### src/alarm_map.svh
`ifndef ALARM_MAP_SVH
`define ALARM_MAP_SVH
`define ALARM_STATUS_ADDR   8'h02
`define ALARM_MASK_ADDR     8'h16
`define BIT_BUSY            7
`define BIT_LOCAL_HIGH      6
`define BIT_STATUS_UNUSED   5
`define BIT_REMOTE_HIGH     4
`define BIT_REMOTE_LOW      3
`define BIT_DIODE_FAULT     2
`define BIT_CRIT            1
`define BIT_TACH            0
`define MASK_RESET          8'h00
`define MASK_UNUSED_ONES    8'hA4
`define LATCH_BITS          8'h5F
`define ALERT_BITS          8'h5A
`define STATUS_ZERO         8'h00
`endif

### src/alarm_pkg.sv
package alarm_pkg;
  typedef struct packed {
    logic signed [10:0] remote_temp;
    logic signed [10:0] remote_high;
    logic signed [10:0] remote_low;
    logic signed [7:0]  local_temp;
    logic signed [7:0]  local_high;
    logic signed [7:0]  crit_limit;
    logic        [15:0] tach_count;
    logic        [15:0] tach_limit;
    logic               diode_fault;
  } sense_s;
  typedef struct packed {
    logic       write_en;
    logic       read_en;
    logic [7:0] addr;
    logic [7:0] wdata;
  } reg_req_s;
endpackage

### src/alarm_compare.sv
`timescale 1ns/1ps
`default_nettype none
`include "alarm_map.svh"
module alarm_compare (
  input  wire alarm_pkg::sense_s sense,
  output logic [7:0]             cond
);
  import alarm_pkg::*;
  wire signed [10:0] crit_q = {sense.crit_limit, 3'h0};
  wire signed [10:0] rem_int = sense.remote_temp;
  assign cond[`BIT_BUSY]          = 1'b0;
  assign cond[`BIT_LOCAL_HIGH]    = sense.local_temp > sense.local_high;
  assign cond[`BIT_STATUS_UNUSED] = 1'b0;
  assign cond[`BIT_REMOTE_HIGH]   = sense.remote_temp > sense.remote_high;
  assign cond[`BIT_REMOTE_LOW]    = sense.remote_temp < sense.remote_low;
  assign cond[`BIT_DIODE_FAULT]   = sense.diode_fault;
  assign cond[`BIT_CRIT]          = rem_int > crit_q;
  assign cond[`BIT_TACH]          = sense.tach_count > sense.tach_limit;
endmodule
`default_nettype wire

### src/thermal_alarm_status_mask.sv
//Behaviour
//Alarm bits latch until read, clear if gone
//Bit 7 shows busy, never alerts
//Bit 6 local above high setpoint
//Bit 5 reads zero
//Bit 4 remote strictly above high setpoint
//Bit 3 remote strictly below low setpoint
//Bit 2 diode fault, no alert
//Bit 1 remote above critical limit
//Bit 0 tach count above limit
//Tach alarm never drives alert pin
//Host polls status for tach alarm
//Mask bit 7 reads one
//Mask bit one blocks alert, reset zero
//Comparator mode: alert follows conditions live
//Alert from latched unmasked bits, alert pin mode
`timescale 1ns/1ps
`default_nettype none
`include "alarm_map.svh"
module thermal_alarm_status_mask (
  input  wire logic              clock,
  input  wire logic              rst,
  input  wire alarm_pkg::sense_s sense,
  input  wire logic              busy,
  input  wire logic              comparator_mode,
  input  wire logic              pin_is_alert,
  input  wire alarm_pkg::reg_req_s req,
  output logic [7:0]             rdata,
  output logic                   alert
);
  import alarm_pkg::*;

  // ----------------------------------------
  // Conditions
  // ----------------------------------------
  logic [7:0] cond;
  logic [7:0] status_ff;
  logic [7:0] mask_ff;
  logic [7:0] rdata_ff;
  logic       alert_ff;

  alarm_compare u_cmp (
    .sense (sense),
    .cond  (cond)
  );

  localparam logic [7:0] latch_bits = `LATCH_BITS;
  // Tach and diode fault never reach the pin
  localparam logic [7:0] alertable  = `ALERT_BITS;

  // ----------------------------------------
  // Address decode
  // ----------------------------------------
  function automatic logic addr_hit(input logic       strobe,
                                    input logic [7:0] addr,
                                    input logic [7:0] target);
    addr_hit = strobe && (addr == target);
  endfunction

  wire        rd_status  = addr_hit(req.read_en, req.addr, `ALARM_STATUS_ADDR);
  wire        rd_mask    = addr_hit(req.read_en, req.addr, `ALARM_MASK_ADDR);
  wire        wr_mask    = addr_hit(req.write_en, req.addr, `ALARM_MASK_ADDR);

  // ----------------------------------------
  // Status latches
  // ----------------------------------------
  wire [7:0]  nxt_status;
  for (genvar b = 0; b < 8; b++) begin : g_stat
    if (latch_bits[b]) begin : g_latch
      // Set wins over read clear
      assign nxt_status[b] = rd_status ? cond[b] : (status_ff[b] | cond[b]);
    end else begin : g_fixed
      assign nxt_status[b] = 1'b0;
    end
  end

  wire [7:0]  status_view = {busy, status_ff[`BIT_LOCAL_HIGH], 1'b0,
                             status_ff[`BIT_REMOTE_HIGH:`BIT_TACH]};
  wire [7:0]  mask_view  = mask_ff | `MASK_UNUSED_ONES;
  wire [7:0]  alert_src  = (comparator_mode ? cond : status_ff) & latch_bits;
  wire        nxt_alert  = pin_is_alert && |(alert_src & alertable & ~mask_ff);
  wire [7:0]  nxt_rdata  = rd_status ? status_view : (rd_mask ? mask_view : `STATUS_ZERO);

  // ----------------------------------------
  // Registers
  // ----------------------------------------
  always_ff @(posedge clock or posedge rst) begin
    if (rst) begin
      status_ff <= `STATUS_ZERO;
      mask_ff   <= `MASK_RESET;
      rdata_ff  <= `STATUS_ZERO;
      alert_ff  <= 1'b0;
    end else begin
      status_ff <= nxt_status & latch_bits;
      if (wr_mask) begin
        mask_ff <= req.wdata & ~`MASK_UNUSED_ONES;
      end
      rdata_ff  <= nxt_rdata;
      alert_ff  <= nxt_alert;
    end
  end

  assign rdata = rdata_ff;
  assign alert = alert_ff;

  // ----------------------------------------
  // Checks: status latching
  // ----------------------------------------
  chk_latch_hold: assert property (@(posedge clock) disable iff (rst)
    ($past(status_ff[4]) && !$past(rd_status)) |-> status_ff[4]) else $error("alarm bit lost");

  chk_read_clear: assert property (@(posedge clock) disable iff (rst)
    rd_status |=> status_ff == ($past(cond) & latch_bits)) else $error("read clear wrong");

  chk_busy_view: assert property (@(posedge clock) disable iff (rst)
    rd_status |=> rdata[7] == $past(busy)) else $error("busy bit wrong");

  chk_local_set: assert property (@(posedge clock) disable iff (rst)
    cond[6] |=> status_ff[6]) else $error("local alarm not latched");

  chk_local_quiet: assert property (@(posedge clock) disable iff (rst)
    (sense.local_temp <= sense.local_high && !status_ff[6]) |=> !status_ff[6])
    else $error("local alarm spurious");

  chk_unused_zero: assert property (@(posedge clock) disable iff (rst)
    $past(rd_status) |-> !rdata[5]) else $error("status bit 5 set");

  chk_rhigh_set: assert property (@(posedge clock) disable iff (rst)
    (sense.remote_temp > sense.remote_high) |=> status_ff[4]) else $error("remote high missed");

  chk_rhigh_quiet: assert property (@(posedge clock) disable iff (rst)
    (sense.remote_temp <= sense.remote_high && !status_ff[4]) |=> !status_ff[4])
    else $error("remote high spurious");

  chk_rlow_set: assert property (@(posedge clock) disable iff (rst)
    (sense.remote_temp < sense.remote_low) |=> status_ff[3]) else $error("remote low missed");

  chk_rlow_quiet: assert property (@(posedge clock) disable iff (rst)
    (sense.remote_temp >= sense.remote_low && !status_ff[3]) |=> !status_ff[3])
    else $error("remote low spurious");

  chk_fault_set: assert property (@(posedge clock) disable iff (rst)
    sense.diode_fault |=> status_ff[2]) else $error("diode fault missed");

  chk_crit_set: assert property (@(posedge clock) disable iff (rst)
    cond[1] |=> status_ff[1]) else $error("critical not latched");

  chk_crit_quiet: assert property (@(posedge clock) disable iff (rst)
    (sense.remote_temp <= $signed({sense.crit_limit, 3'h0}) && !status_ff[1]) |=> !status_ff[1])
    else $error("critical spurious");

  chk_tach_set: assert property (@(posedge clock) disable iff (rst)
    (sense.tach_count > sense.tach_limit) |=> status_ff[0]) else $error("tach missed");

  chk_tach_clear: assert property (@(posedge clock) disable iff (rst)
    (sense.tach_count <= sense.tach_limit && !status_ff[0]) |=> !status_ff[0])
    else $error("tach spurious");

  // ----------------------------------------
  // Checks: mask register
  // ----------------------------------------
  chk_mask_one: assert property (@(posedge clock) disable iff (rst)
    $past(rd_mask) |-> rdata[7]) else $error("mask bit 7 not one");

  chk_mask_write: assert property (@(posedge clock) disable iff (rst)
    wr_mask |=> mask_ff == ($past(req.wdata) & ~`MASK_UNUSED_ONES)) else $error("mask write lost");

  chk_rdata_idle: assert property (@(posedge clock) disable iff (rst)
    !(rd_status || rd_mask) |=> rdata == `STATUS_ZERO) else $error("read data not idle");

  // ----------------------------------------
  // Checks: alert pin
  // ----------------------------------------
  chk_fault_quiet: assert property (@(posedge clock) disable iff (rst)
    (status_ff == 8'h04 && !comparator_mode) |=> !alert) else $error("fault raised alert");

  chk_busy_quiet: assert property (@(posedge clock) disable iff (rst)
    (busy && status_ff == `STATUS_ZERO && !comparator_mode) |=> !alert)
    else $error("busy raised alert");

  chk_tach_quiet: assert property (@(posedge clock) disable iff (rst)
    (status_ff == 8'h01 && !comparator_mode) |=> !alert) else $error("tach raised alert");

  chk_mask_block: assert property (@(posedge clock) disable iff (rst)
    (mask_view[6:1] == 6'h3F) |=> !alert) else $error("masked alert");

  chk_comp_follow: assert property (@(posedge clock) disable iff (rst)
    (comparator_mode && pin_is_alert && cond[4] && !mask_ff[4]) |=> alert)
    else $error("comparator alert missing");

  chk_comp_release: assert property (@(posedge clock) disable iff (rst)
    (comparator_mode && (cond & alertable & ~mask_ff) == 8'h00) |=> !alert)
    else $error("comparator alert stuck");

  chk_latched_alert: assert property (@(posedge clock) disable iff (rst)
    (!comparator_mode && pin_is_alert && status_ff[6] && !mask_ff[6]) |=> alert)
    else $error("latched alert missing");

  chk_pin_mode: assert property (@(posedge clock) disable iff (rst)
    !pin_is_alert |=> !alert) else $error("alert in tach mode");

  // ----------------------------------------
  // Covers
  // ----------------------------------------
  cov_alert: cover property (@(posedge clock) disable iff (rst) $rose(alert));
  cov_read_clear: cover property (@(posedge clock) disable iff (rst)
    rd_status && status_ff[4] && !cond[4]);
  cov_comp: cover property (@(posedge clock) disable iff (rst) comparator_mode && $fell(alert));
  cov_tach_latch: cover property (@(posedge clock) disable iff (rst)
    status_ff[0] && pin_is_alert);
  cov_mask_block: cover property (@(posedge clock) disable iff (rst)
    mask_view[6:1] == 6'h3F);
endmodule
`default_nettype wire

### config.mk
export PLATFORM = sky130hd
export DESIGN_NAME = thermal_alarm_status_mask
export DESIGN_NICKNAME = d
export VERILOG_FILES = /design/src/alarm_pkg.sv /design/src/alarm_compare.sv /design/src/thermal_alarm_status_mask.sv
export VERILOG_INCLUDE_DIRS = /design/src
export SDC_FILE = /design/constraint.sdc
export NUM_CORES = 1
export LEC_CHECK = 0
export ABC_AREA = 1
export BUFFER_PORTS_ARGS = -buffer_cell sky130_fd_sc_hd__buf_4
export CAP_MARGIN = 20
export CORE_MARGIN = 4
export CORE_UTILIZATION = 35
export CTS_CLUSTER_SIZE = 40
export DETAILED_ROUTE_END_ITERATION = 8
export PLACE_DENSITY_LB_ADDON = 0.12
export SETUP_SLACK_MARGIN = 0.3
export SYNTH_ARGS = -nofsm -noshare
export SYNTH_HDL_FRONTEND = slang
export SYNTH_HIERARCHICAL = 1
export SYNTH_SLANG_ARGS = --single-unit
### constraint.sdc
create_clock -name clock -period 1.4 [get_ports clock]
set_clock_uncertainty 0.1 [all_clocks]
set_input_delay 0.28 -clock clock [delete_from_list [all_inputs] [get_ports clock]]
set_output_delay 0.28 -clock clock [all_outputs]
set_load 0.01 [all_outputs]
==> flow_summary.ini <==
[global_route]
grt_pass1_wl_um = 12100
overflow = 0
grt_usage_pct = 16.9
grt_max_degree = 21
grt_pass1_vias = 2797
antenna_found_initial = 0

[route]
viasPerCell = 4.56
dr.pass1.iters = 4
vias = 2620
ant_nets = 0
post_drt_wl_per_cell_um = 11.6
initialDrtViolationCount = 76
wl_um = 6690
drc = 0

[die]
coreArea_um2 = 6760
row_count = 30
ios = 122
fp.dieArea_um2 = 8340
die_x_um = 91.3
dieHeight_um = 91.3
initial_core_util_pct = 35.9

[setup_path]
required_ns = 1.45
arrival_ns = 1.56
crit_top_cell = nand2_1
worstSetupPathType = in2reg
path_buf_inv = 2
critPathCaptureType = flip-flop
max_stage_delay_ns = 0.26
cp_slowest_cell = ha_4
crit_family = simple AND/OR/NAND/NOR gates
path_cells = buf_12 -> ha_4 -> nand2_2 -> o21bai_1 -> nand2_1 -> nand2_1 -> a21oi_1 -> nor2_2 -> inv_2 -> nand2_1 -> nand3b_1 -> nand2_1 -> nor2_1 -> nor2_1
start_kind = input port
crit_fanout = 3

[min_path]
hold_class = in2reg

[timing]
fin_ws_ns = -0.107
relSlewSlack_pct = 83.2
fin_crit_ns = 1.51
rsz0062_at_grt = true
hold_viol = 0
fin_crit_sh_pct = 108
fmax_mhz = 664
slew_viol_final = 0
setup_violations = 1
whs_ns = 0.112
worst_pin_slew_ns = 0.252

[cells_and_area]
num_antenna_cells = 0
multi_input_comb_area_um2 = 2190
area_growth_pct = 80.5
final-seq-area_um2 = 500
drive_gt1_share_pct = 53.5
fin_nets = 663
fillers = 594
finalNonFillerCells = 575

[clock_tree]
cts_buffers = 3
cts_buffer_depth = 2
cts_tree = yes
cts_max_level = 1
path_clk_slew_ns = 0.07
clkLatencyLatePin_ns = 0.25
cts-root-buf = clkbuf_8
cts.sinks = 20

[placement]
dp_cells = 570
post-dp-hpwl_um = 5760
place.gp.congestion = 0.779
io_buffers = 118

[outcome]
violations = setup timing
status = finished, violations left

[pwr]
p_leak_uw = 0.00232
ir_worst_vdd_v = 0.000236
power_uw = 2050
power_density_nw_per_um2 = 467

[yosys]
ys_warn_count = 6
postSynthAreaPerCell_um2 = 6.64
syn_area_um2 = 2430
syn_nets = 532
netlist_instances = 366

[job]
drv_cap = 0
worst min-delay path, stage by stage:
cell and delay [ns]:
buf_4 0.08, inv_1 0.03, nand2_1 0.05
cell type report:
type                       count  share of cell area [%]
multi-input combinational    247                    49.9
timing repair buffer         128                    25.5
sequential                    20                    11.4
inverter                      97                    9.96
tap                           80                    2.28
clock buffer                   3                   0.942
cells in the final DEF (no fill, tap or decap), types with 11 or more instances in the layout:
cell,instances
a21oi_1,11
buf_4,96
buf_6,25
dfrtp_1,20
ha_1,14
ha_4,39
inv_1,48
inv_2,31
nand2_1,79
nand2_2,14
nand3_1,27
nor2_1,12
routing by layer:
layer | up-vias | routed length [µm] | share of wire (%) | track usage [%]
li1 | 1401 | - | - | -
met2 | 80 | 3460 | 52 | 31.5
met3 | 9 | 361 | 5.4 | 2.07
met1 | 1130 | 2790 | 42 | 20.7
met4 | 0 | 72 | 1.1 | 3.52
met5 | - | 0 | 0 | 0
registers in the layout, summed over array words and instances, names as in the netlist:
register,count
rdata,8
status_ff,6
mask_ff,5
alert,1
per-stage QoR:
step / area (µm²) / setup WS [ns] / setup TNS (ns) / utilization, %
after floorplan: 2920 / -0.171 / -0.171 / -
after global placement: 3950 / -0.428 / -1.03 / 58.4
after detailed placement: 3950 / -0.456 / -1.12 / 58.4
after CTS: 4290 / -0.107 / -0.107 / 63.6
after global routing: 4380 / -0.277 / -0.277 / 64.9
final: 4380 / -0.107 / -0.107 / 64.9
where the power goes:
group | switching, µW | internal, µW
Clock | 178 | 191
Combinational | 486 | 596
Sequential | 7.22 | 587
repair_timing:
action                                 4_1_cts  5_1_grt
gates resized for setup                     66       30
endpoints found under the hold margin       20        0
setup endpoints to repair                   15       16
setup buffers                                1        0
pin swaps                                   47       22
hold buffers                                 1        0
final timing paths:
kind / from / end / slack [ns] / cells after the start
hold reg to reg: mask_ff[0] / mask_ff[0] / 0.38 / 2
min in group asynchronous: rst / rdata[5] / 0.50 / 4
setup / recovery: sense[85] / alert / -0.11 / 14
max in group asynchronous: rst / mask_ff[3] / 0.49 / 4
setup reg to reg: status_ff[6] / alert / 0.42 / 6
hold / removal: sense[0] / status_ff[2] / 0.11 / 3
Note: power is estimated with default switching activity, not from simulation.
